===== config.mk =====
export PLATFORM = sky130hd
export DESIGN_NAME = nvc_unlock_ctrl
export DESIGN_NICKNAME = d
export VERILOG_FILES = /design/src/logic/nvc_pkg.sv /design/src/logic/nvc_unlock_ctrl.sv
export SDC_FILE = /design/constraint.sdc
export NUM_CORES = 2
export LEC_CHECK = 0
export ABC_AREA = 0
export BUFFER_PORTS_ARGS = -buffer_cell sky130_fd_sc_hd__buf_2
export CORE_MARGIN = 3
export CORE_UTILIZATION = 60
export DETAILED_ROUTE_END_ITERATION = 6
export HOLD_SLACK_MARGIN = 0.05
export PLACE_DENSITY = 0.76
export SYNTH_ARGS = -nofsm -noshare
export SYNTH_HDL_FRONTEND = slang
export SYNTH_SLANG_ARGS = --single-unit

===== constraint.sdc =====
create_clock -name pclk -period 6.96 [get_ports pclk]
set_input_delay 0.348 -clock pclk [delete_from_list [all_inputs] [get_ports pclk]]
set_output_delay 0.348 -clock pclk [all_outputs]
set_load 0.01 [all_outputs]

===== src/logic/nvc_pkg.sv =====
// package: register map, fields and timing for the nonvolatile control block
`default_nettype none
package nvc_pkg;
	localparam logic [11:0] ctrl_offset     = 12'h000;
	localparam logic [11:0] key_offset      = 12'h004;
	localparam logic [11:0] addr_offset     = 12'h008;
	localparam logic [11:0] rdata_offset    = 12'h00c;
	localparam logic [11:0] wdata_offset    = 12'h010;
	localparam logic [11:0] eedata_offset   = 12'h014;
	localparam logic [7:0]  key_first       = 8'h55;
	localparam logic [7:0]  key_second      = 8'haa;
	localparam int          start_bit       = 15;
	localparam int          wren_bit        = 14;
	localparam int          err_bit         = 13;
	localparam int          pgmonly_bit     = 12;
	localparam int          erase_bit       = 6;
	localparam logic [15:0] ctrl_write_mask = 16'h707f;
	localparam logic [15:0] ctrl_reset      = 16'h0000;
	localparam logic [5:0]  op_word_program = 6'h03;
	localparam logic [5:0]  op_ee_word      = 6'h04;
	localparam logic [23:0] ee_base         = 24'h7ffe00;
	localparam logic [23:0] ee_top          = 24'h7fffff;
	localparam int          ee_words        = 256;
	localparam int          clk_mhz         = 100;
	localparam int          op_time_us      = 4;
	localparam int          op_cycles       = op_time_us * clk_mhz;
	localparam logic [15:0] op_cycles_w     = 16'(op_cycles);
	localparam logic [23:0] addr_reset      = 24'h000000;
endpackage : nvc_pkg
`default_nettype wire


===== src/logic/nvc_unlock_ctrl.sv =====
// nonvolatile unlock logic, control registers and data eeprom array on apb
//
// Implementation choices: the APB slave port and the placing of the registers.
`default_nettype none

module nvc_unlock_ctrl (
	input  wire logic        pclk,
	input  wire logic        presetn,
	input  wire logic        psel,
	input  wire logic        penable,
	input  wire logic        pwrite,
	input  wire logic [11:0] paddr,
	input  wire logic [31:0] pwdata,
	output logic      [31:0] prdata,
	output logic             pready,
	output logic             pslverr,
	output logic             flash_prog_start,
	output logic      [23:0] flash_prog_addr,
	output logic      [15:0] flash_prog_data
);

	typedef enum logic [1:0] {locked, got_first, armed} nvc_lock_type;
	typedef enum logic [1:0] {idle, busy} nvc_op_type;

	nvc_lock_type lock_state;
	nvc_op_type   op_state;
	logic [15:0] ctrl;
	logic [23:0] target_addr;
	logic [15:0] wdata_hold;
	logic [15:0] ee_rdata;
	logic [15:0] op_count;
	logic [15:0] ee_mem [nvc_pkg::ee_words];

	logic        wr_acc;
	logic        rd_acc;
	logic        key_wr;
	logic        ctrl_wr;
	logic        ctrl_take;
	logic        start_req;
	logic        addr_in_ee;
	logic [7:0]  ee_index;
	logic        op_done;
	logic        known_addr;

	function automatic logic in_ee(input logic [23:0] a);
		in_ee = (a >= nvc_pkg::ee_base) && (a <= nvc_pkg::ee_top);
	endfunction

	function automatic logic [7:0] ee_word(input logic [23:0] a);
		logic [23:0] off;
		off = a - nvc_pkg::ee_base;
		ee_word = off[8:1];
	endfunction

	assign wr_acc     = psel && penable && pwrite;
	assign rd_acc     = psel && penable && !pwrite;
	assign key_wr     = wr_acc && (paddr == nvc_pkg::key_offset);
	assign ctrl_wr    = wr_acc && (paddr == nvc_pkg::ctrl_offset);
	assign ctrl_take  = ctrl_wr && (lock_state == armed);
	assign start_req  = ctrl_take && pwdata[nvc_pkg::start_bit] && (op_state == idle);
	assign addr_in_ee = in_ee(target_addr);
	assign ee_index   = ee_word(target_addr);
	assign op_done    = (op_state == busy) && (op_count == 16'h0001);
	assign known_addr = (paddr == nvc_pkg::ctrl_offset) || (paddr == nvc_pkg::key_offset)
		|| (paddr == nvc_pkg::addr_offset) || (paddr == nvc_pkg::rdata_offset)
		|| (paddr == nvc_pkg::wdata_offset) || (paddr == nvc_pkg::eedata_offset);

	always_ff @(posedge pclk or negedge presetn) begin
		if (!presetn) begin
			pready <= 1'b0;
		end else begin
			pready <= psel && !penable;
		end
	end

	always_ff @(posedge pclk or negedge presetn) begin
		if (!presetn) begin
			pslverr <= 1'b0;
		end else begin
			pslverr <= psel && !penable && (paddr[11:2] > nvc_pkg::eedata_offset[11:2]);
		end
	end

	always_ff @(posedge pclk or negedge presetn) begin
		if (!presetn) begin
			lock_state <= locked;
		end else if (wr_acc && pready) begin
			unique case (lock_state)
				locked: begin
					if (key_wr && pwdata[7:0] == nvc_pkg::key_first) begin
						lock_state <= got_first;
					end
				end
				got_first: begin
					if (key_wr && pwdata[7:0] == nvc_pkg::key_second) begin
						lock_state <= armed;
					end else if (key_wr && pwdata[7:0] == nvc_pkg::key_first) begin
						lock_state <= got_first;
					end else begin
						lock_state <= locked;
					end
				end
				armed: begin
					lock_state <= locked;
				end
			endcase
		end
	end

	always_ff @(posedge pclk or negedge presetn) begin
		if (!presetn) begin
			ctrl <= nvc_pkg::ctrl_reset;
		end else begin
			if (ctrl_take && pready) begin
				ctrl <= (pwdata[15:0] & nvc_pkg::ctrl_write_mask) | (ctrl & ~nvc_pkg::ctrl_write_mask);
			end
			if (start_req && pready && pwdata[nvc_pkg::wren_bit]) begin
				ctrl[nvc_pkg::start_bit] <= 1'b1;
				ctrl[nvc_pkg::err_bit]   <= 1'b0;
			end else if (start_req && pready) begin
				ctrl[nvc_pkg::err_bit] <= 1'b1;
			end else if (op_done) begin
				ctrl[nvc_pkg::start_bit] <= 1'b0;
			end
		end
	end

	always_ff @(posedge pclk or negedge presetn) begin
		if (!presetn) begin
			op_state <= idle;
			op_count <= 16'h0000;
		end else if (start_req && pready && pwdata[nvc_pkg::wren_bit]) begin
			op_state <= busy;
			op_count <= nvc_pkg::op_cycles_w;
		end else if (op_done) begin
			op_state <= idle;
			op_count <= 16'h0000;
		end else if (op_state == busy) begin
			op_count <= op_count - 16'h0001;
		end
	end

	always_ff @(posedge pclk or negedge presetn) begin
		if (!presetn) begin
			target_addr <= nvc_pkg::addr_reset;
		end else if (wr_acc && pready && paddr == nvc_pkg::addr_offset) begin
			target_addr <= pwdata[23:0];
		end
	end

	always_ff @(posedge pclk or negedge presetn) begin
		if (!presetn) begin
			wdata_hold <= 16'h0000;
		end else if (wr_acc && pready && paddr == nvc_pkg::wdata_offset) begin
			wdata_hold <= pwdata[15:0];
		end
	end

	always_ff @(posedge pclk) begin
		if (op_done && addr_in_ee && ctrl[5:0] == nvc_pkg::op_ee_word) begin
			ee_mem[ee_index] <= ctrl[nvc_pkg::erase_bit] ? 16'hffff : wdata_hold;
		end
	end

	always_ff @(posedge pclk or negedge presetn) begin
		if (!presetn) begin
			ee_rdata <= 16'h0000;
		end else if (addr_in_ee) begin
			ee_rdata <= ee_mem[ee_index];
		end else begin
			ee_rdata <= 16'h0000;
		end
	end

	always_ff @(posedge pclk or negedge presetn) begin
		if (!presetn) begin
			flash_prog_start <= 1'b0;
			flash_prog_addr  <= nvc_pkg::addr_reset;
			flash_prog_data  <= 16'h0000;
		end else begin
			flash_prog_start <= start_req && pready && pwdata[nvc_pkg::wren_bit]
				&& pwdata[5:0] == nvc_pkg::op_word_program && !addr_in_ee;
			if (start_req && pready) begin
				flash_prog_addr <= target_addr;
				flash_prog_data <= wdata_hold;
			end
		end
	end

	always_ff @(posedge pclk or negedge presetn) begin
		if (!presetn) begin
			prdata <= 32'h00000000;
		end else if (psel && !penable && !pwrite && known_addr) begin
			unique case (paddr)
				nvc_pkg::ctrl_offset:   prdata <= {16'h0000, ctrl};
				nvc_pkg::addr_offset:   prdata <= {8'h00, target_addr};
				nvc_pkg::wdata_offset:  prdata <= {16'h0000, wdata_hold};
				nvc_pkg::eedata_offset: prdata <= {16'h0000, ee_rdata};
				nvc_pkg::rdata_offset:  prdata <= {16'h0000, ee_rdata};
				default:                prdata <= 32'h00000000;
			endcase
		end else if (psel && !penable) begin
			prdata <= 32'h00000000;
		end
	end
endmodule // nvc_unlock_ctrl
`default_nettype wire


# --- After elaboration in Yosys (flattened, before gate mapping) ---
# Memories as Yosys holds them, arrays and structs flattened.
# Cells that the tools add are included.
op_classes:
  n_addsub: 2
  order_cmp: 3
  eq_ne: 14
  mux: 22
  bitwise_logic: 1
  reduce_logical: 42
ops:
  columns: ["cell", "count"]
  rows:
  - ["$mux 16", 6]
  - ["$pmux 24 s4", 1]
  - ["$mux 32", 2]
  - ["$logic_and 1x1->1", 25]
  - ["$eq 12x4->1 const B", 2]
  - ["$eq 12x5->1 const B", 2]
  - ["$ge 24x23->1 const B", 1]
  - ["$le 24x23->1 const B", 1]
  - ["$eq 16x1->1 const B", 1]
  - ["$or 15x16->16", 1]
  - ["$sub 16x1->16 const B", 1]
  - ["$eq 12x3->1 const B", 1]
  - ["$logic_not 12->1", 1]
  - ["$gt 10x3->1 const B", 1]
  - ["$sub 9x1->9 const B", 1]
  - ["$eq 8x7->1 const B", 1]
  - ["$eq 8x8->1 const B", 1]
  - ["$mux 1", 8]
  - ["$mux 2", 4]
  - ["$eq 6x2->1 const B", 1]
  - ["$eq 6x3->1 const B", 1]
  - ["$pmux 2 s3", 1]
  - ["$reduce_bool 3->1", 2]
  - ["$logic_or 1x1->1", 5]
  - ["8 further kinds", 13]
totals:
  reg_bits: 167
  ram_bits: 4096
  inputBits: 49
  out_inout_bits: 75
  wordCells: 100
  n_memories: 1
mem_list:
  columns: ["name", "depth", "width", "read_ports", "rd_ports_with_merged_regs", "wr", "line_no", "source"]
  rows:
  - ["ee_mem", 256, 16, 1, 0, 1, "nvc_unlock_ctrl.sv:32", "logic [15:0] ee_mem [nvc_pkg::ee_words];"]

# --- Longest topological paths before layout ---
logic_depth:
  ltp_word: 10
  ltp_mapped: 12
  ltp_nobuf: 8

# --- Least setup slack after synthesis ---
# No wires, ideal clock.
synth_timing:
  path_kind: "register to register"
  start: "reg op_count[4]"
  end: "mem ee_mem[180][0] (enable)"
  setup_ns: 0.388
  arrival_time_ns: 2.854
  required_time_ns: 6.572
  setup_slack_ns: 3.718
  stages_incl_launch_ff: 10
  n_path_buf: 2
  period_less_slack_ns: 3.242
  cell_sequence: "dfrtp_1 nor4_2 nand4_1 or4_1 clkbuf_1 or2_4 nor3_4 nand3_2 buf_6 nor2_1"
synth_between:
  elab_chain_cells: 6
synth_lines:
  columns: ["item", "line_no", "source"]
  rows:
  - ["start: declaration", "nvc_unlock_ctrl.sv:31", "logic [15:0] op_count;"]
  - ["start signal: assignment", "nvc_unlock_ctrl.sv:134", "op_count <= nvc_pkg::op_cycles_w;"]
  - ["start signal: assignment", "nvc_unlock_ctrl.sv:139", "op_count <= op_count - 16'h0001;"]
  - ["$eq 16x1->1", "nvc_unlock_ctrl.sv:63", "assign op_done = (op_state == busy) && (op_count == 16'h0001);"]
  - ["$logic_and 1x1->1", "nvc_unlock_ctrl.sv:63", null]
  - ["$logic_and 1x1->1 (2 in series)", "nvc_unlock_ctrl.sv:160", "if (op_done && addr_in_ee && ctrl[5:0] == nvc_pkg::op_ee_word) begin"]
  - ["$mux 1", "nvc_unlock_ctrl.sv:160", null]
  - ["$mux 1", "nvc_unlock_ctrl.sv:161", "ee_mem[ee_index] <= ctrl[nvc_pkg::erase_bit] ? 16'hffff : wdata_hold;"]
  - ["end: declaration", "nvc_unlock_ctrl.sv:32", null]
# No other way between the ends.

# --- Worst setup path after layout ---
layout_timing:
  start: "reg target_addr[1]"
  end: "reg ee_rdata[9]"
layout_between:
  elab_chain_cells: 3
  elab_cells_between_ends: 6
  classes_between: "1 x add/sub; 2 x order compare; 1 x mux; 1 x reduce/logical; 1 x memory"
layout_lines:
  columns: ["item", "line_no", "source"]
  rows:
  - ["start: declaration", "nvc_unlock_ctrl.sv:28", "logic [23:0] target_addr;"]
  - ["start signal: assignment", "nvc_unlock_ctrl.sv:145", "target_addr <= nvc_pkg::addr_reset;"]
  - ["start signal: assignment", "nvc_unlock_ctrl.sv:147", "target_addr <= pwdata[23:0];"]
  - ["$sub 9x1->9 (tied with other cells)", "nvc_unlock_ctrl.sv:51", "off = a - nvc_pkg::ee_base;"]
  - ["$mem_v2 256x16 or $logic_and 1x1->1 (tied branches)", null, null]
  - ["$mux 16 (*)", "nvc_unlock_ctrl.sv:168", "end else if (addr_in_ee) begin"]
  - ["end signal: assignment", "nvc_unlock_ctrl.sv:169", "ee_rdata <= ee_mem[ee_index];"]
  - ["end: declaration", "nvc_unlock_ctrl.sv:30", "logic [15:0] ee_rdata;"]
# Mark *: on every way between the ends. The rest lies on a longest branch, timed or not.
# A chain may end at the register's enable or synchronous reset.

==> tab_implementation.tex <==
\begin{tabular}{lr}
\hline
Metric & Value \\
\hline
\multicolumn{2}{l}{\textbf{Run status}} \\
Status & finished, violations left \\
Failing checks & design-rule violations, max-capacitance violations, max-slew violations \\
\multicolumn{2}{l}{\textbf{Logic synthesis}} \\
Main area contributors after synthesis & edfxtp\_1, mux4\_2, mux2i\_1, dfrtp\_1, nand3\_1 \\
Post-synthesis cell type with the largest combined area & edfxtp\_1 \\
Synthesized area divided by synthesized cell count & 19.5 µm² \\
Number of distinct library cell variants in the gate-level netlist after synthesis & 57 \\
Cell count after synthesis & 8,393 \\
Dominant cell by count in the synthesized netlist & edfxtp\_1 \\
Primary flip-flop cell chosen by synthesis mapping & edfxtp\_1 \\
Top-area cell type share of the netlist area & 75.1\% \\
Number of flops mapped to enable cells by yosys & 4,096 \\
Sequential area share after synthesis & 77.4\% \\
Most used standard cells in the synthesized netlist & edfxtp\_1, mux2i\_1, mux4\_2 \\
Netlist Area Pre-Place & 164,000 µm² \\
Flip-flop and latch count after synthesis & 4,249 \\
Share of async-settable or async-resettable flops after synthesis & 3.60\% \\
Synthesis warning total & 0 \\
\multicolumn{2}{l}{\textbf{Floorplanning}} \\
Core region area & 271,000 µm² \\
Std-Cell Rows & 191 \\
Area of the die & 279,000 µm² \\
Die width & 528 µm \\
Die H & 528 µm \\
IO Pins & 124 \\
Effective utilization at floorplan & 60.4\% \\
\multicolumn{2}{l}{\textbf{STA}} \\
Number of endpoints failing setup at the final stage & 0 \\
Worst Tran Pin Value & 1.52 ns \\
RSZ-0062 raised after global routing & no \\
Achievable Freq & 191 MHz \\
Final worst setup slack & 1.73 ns \\
Total count of max-transition violations in the final report & 28 \\
Final Hold Vio Count & 0 \\
Fraction of the cycle the final worst path needs & 75.2\% \\
Slew headroom & -1.43\% \\
Clock skew & 0.0755 ns \\
Crit path time final & 5.23 ns \\
Setup TNS & 0 ns \\
\multicolumn{2}{l}{\textbf{Detailed routing}} \\
Final antenna-violating net count & 0 \\
Final routed DRC violation total & 8 \\
Violation count after the first detailed-routing iteration & 13,197 \\
Post-detailed-route via-to-cell ratio & 6.76 \\
Number of detailed-route iterations in the first pass & 7 \\
Final routed wire length divided by cell count & 32.5 µm \\
Final wirelength & 416 mm \\
Total number of vias & 86,583 \\
\multicolumn{2}{l}{\textbf{Critical path}} \\
Req. time, crit path & 7.74 ns \\
Arrival time worst endpoint & 6.01 ns \\
Critical Setup Path Class & register to register \\
CP Max Fanout & 35 \\
Startpoint Class & register \\
Capturing element type of the critical path & register \\
\multicolumn{2}{l}{\textbf{Place}} \\
Port Buf Inserts & 107 \\
Placer's final routability congestion estimate & 0.909 \\
Worst setup slack after placement & 2.11 ns \\
Half-perimeter wire length after detailed placement & 237 mm \\
\multicolumn{2}{l}{\textbf{Global route}} \\
Pin count of the biggest net entering global routing & 173 \\
Initial antenna violation count & 23 \\
Number of global-route vias before repair & 86,353 \\
Overflow after GRT & 0 \\
Gr usage total & 29.7\% \\
First-pass GRT wire length & 601 mm \\
\multicolumn{2}{l}{\textbf{Power}} \\
Clk network pwr share & 44.2\% \\
Power Dens Cells & 270 nW/µm² \\
Pint & 40.0 mW \\
Register share of total power & 55.7\% \\
Leakage power of the design & 48.1 nW \\
Relative contribution of combinational cells to total power & 0.2\% \\
Switching component of the power & 9.55 mW \\
Worst VDD drop & 0.234 mV \\
Switching power share of the total & 19.3\% \\
\multicolumn{2}{l}{\textbf{Layout}} \\
Sequential cell area & 127,000 µm² \\
Synthesis-to-finish area growth & 12.2\% \\
Share of post-route cells with drive strength above 1 & 19.3\% \\
Multi-input combinational cell area & 34,700 µm² \\
Fill cells & 16,326 \\
Nets & 8,915 \\
\multicolumn{2}{l}{\textbf{Clocking}} \\
Clock Path Buffers & 4 \\
CTS H-tree depth & 5 \\
Clock latency on the worst-skew pair & 0.96 ns \\
Post-CTS Setup Bufs & 0 \\
Clock Pin Slew Worst Setup and Hold Paths & 0.06 ns \\
Sink count of the clock tree & 4,249 \\
TritonCTS clock tree & yes \\
Number of buffers inserted during clock tree synthesis & 412 \\
CTS Root Buffer Type & clkbuf\_16 \\
\multicolumn{2}{l}{\textbf{Min path}} \\
Path type of the worst min-delay path & primary input to register \\
\multicolumn{2}{l}{\textbf{Run}} \\
Max-cap violation count & 1 \\
\hline
\end{tabular}
critical path, cell delays in order (launching register included):
cell	delay [ns]
dfrtp_4	1.12
buf_4	0.63
mux4_2	0.60
a22oi_1	0.47
o2111ai_1	0.33
or4_1	0.55
a21oi_1	1.02
nand3_1	0.20
final timing paths:
kind	start	to	slack (ns)	cells after the start
worst max-delay path	target_addr[1]	ee_rdata[9]	1.73	7
worst min-delay path	paddr[11]	flash_prog_addr[0]	0.14	5
worst max register to register	target_addr[1]	ee_rdata[9]	1.73	7
worst min register to register	prdata[11]	prdata[11]	0.48	2
max in group asynchronous	presetn	target_addr[3]	5.45	4
min in group asynchronous	presetn	wdata_hold[15]	0.49	4
metrics by stage:
step | instances | util [%] | hold slack (ns) | cell area, µm² | power (mW)
after floorplan | 8400 | - | 0.0524 | 164000 | 28.2
after global placement | 11980 | 62.7 | 0.422 | 170000 | 28.2
after detailed placement | 11980 | 62.7 | 0.438 | 170000 | 28.2
after CTS | 12782 | 67.7 | 0.0884 | 184000 | 49.7
after global routing | 12784 | 67.7 | 0.152 | 184000 | 50.8
final | 12804 | 67.8 | 0.138 | 184000 | 49.6
metal layers:
layer	global-route usage, %	vias up	wire length [µm]
met5	0	-	299
met4	12.3	8	19200
met3	8.17	906	52300
met2	45.6	5780	196000
met1	40.6	44421	148000
li1	-	35468	-
sequential cells by signal, indices dropped and copies added (netlist names):
| name | count |
|---|---|
| target_addr | 24 |
| ee_mem | 4096 |
| ee_rdata | 16 |
| flash_prog_start | 1 |
| flash_prog_addr | 24 |
| ctrl | 11 |
| pready | 1 |
| op_count | 16 |
| lock_state | 2 |
| wdata_hold | 16 |
| prdata | 24 |
| op_state | 1 |
| flash_prog_data | 16 |
| pslverr | 1 |
timing repair:
action	in CTS	in global routing
hold endpoints to repair	154	0
hold buffers	36	0
gates resized for setup	0	0
power by group through the flow:
| stage | clock [mW] | combinational, mW | sequential [mW] |
|---|---|---|---|
| finish | 21.9 | 0.0808 | 27.6 |
| global route | 23.1 | 0.0868 | 27.6 |
| CTS | 22.1 | 0.0800 | 27.6 |
| detailed placement | 0 | 0.0629 | 28.1 |
| global placement | 0 | 0.0612 | 28.1 |
| floorplan | 0 | 0.0195 | 28.1 |
layout make-up:
type,instances,area share (%)
clock buffers,511,5.87
repair buffers,570,2.39
well taps,3570,2.43
diodes,21,0.0286
multi-input cells,3619,18.9
clock inverters,255,1.35
flip-flops and latches,4249,69.0
inverters,9,0.0184
placed cells by master (no fill, tap or decap), types with 87 or more instances in the layout:
cell       count
edfxtp_1    4096
mux2i_1     1080
mux4_2       507
clkbuf_16    415
buf_4        405
nand3_1      320
nor2_1       304
o22ai_1      256
a22oi_1      160
dfrtp_1      150
o21ai_0      143
a221oi_1     133
nand2_1      123
buf_2        106
clkinv_1     104
a21oi_1      101
clkbuf_1      92
mux2_2        87
logic make-up after synthesis:
family,after synthesis,share of synthesized area [%]
AOI/OAI and AO/OA,887,3.64
buffers and inverters,532,1.54
and+or+nand+nor,1043,3.16
adders and majority gates,5,0.0382
xor gates and xnor gates,2,0.0107
other,1,0.00229
DFF,4249,77.4
muxes,1674,14.2
(Power assumes the default switching activity.)
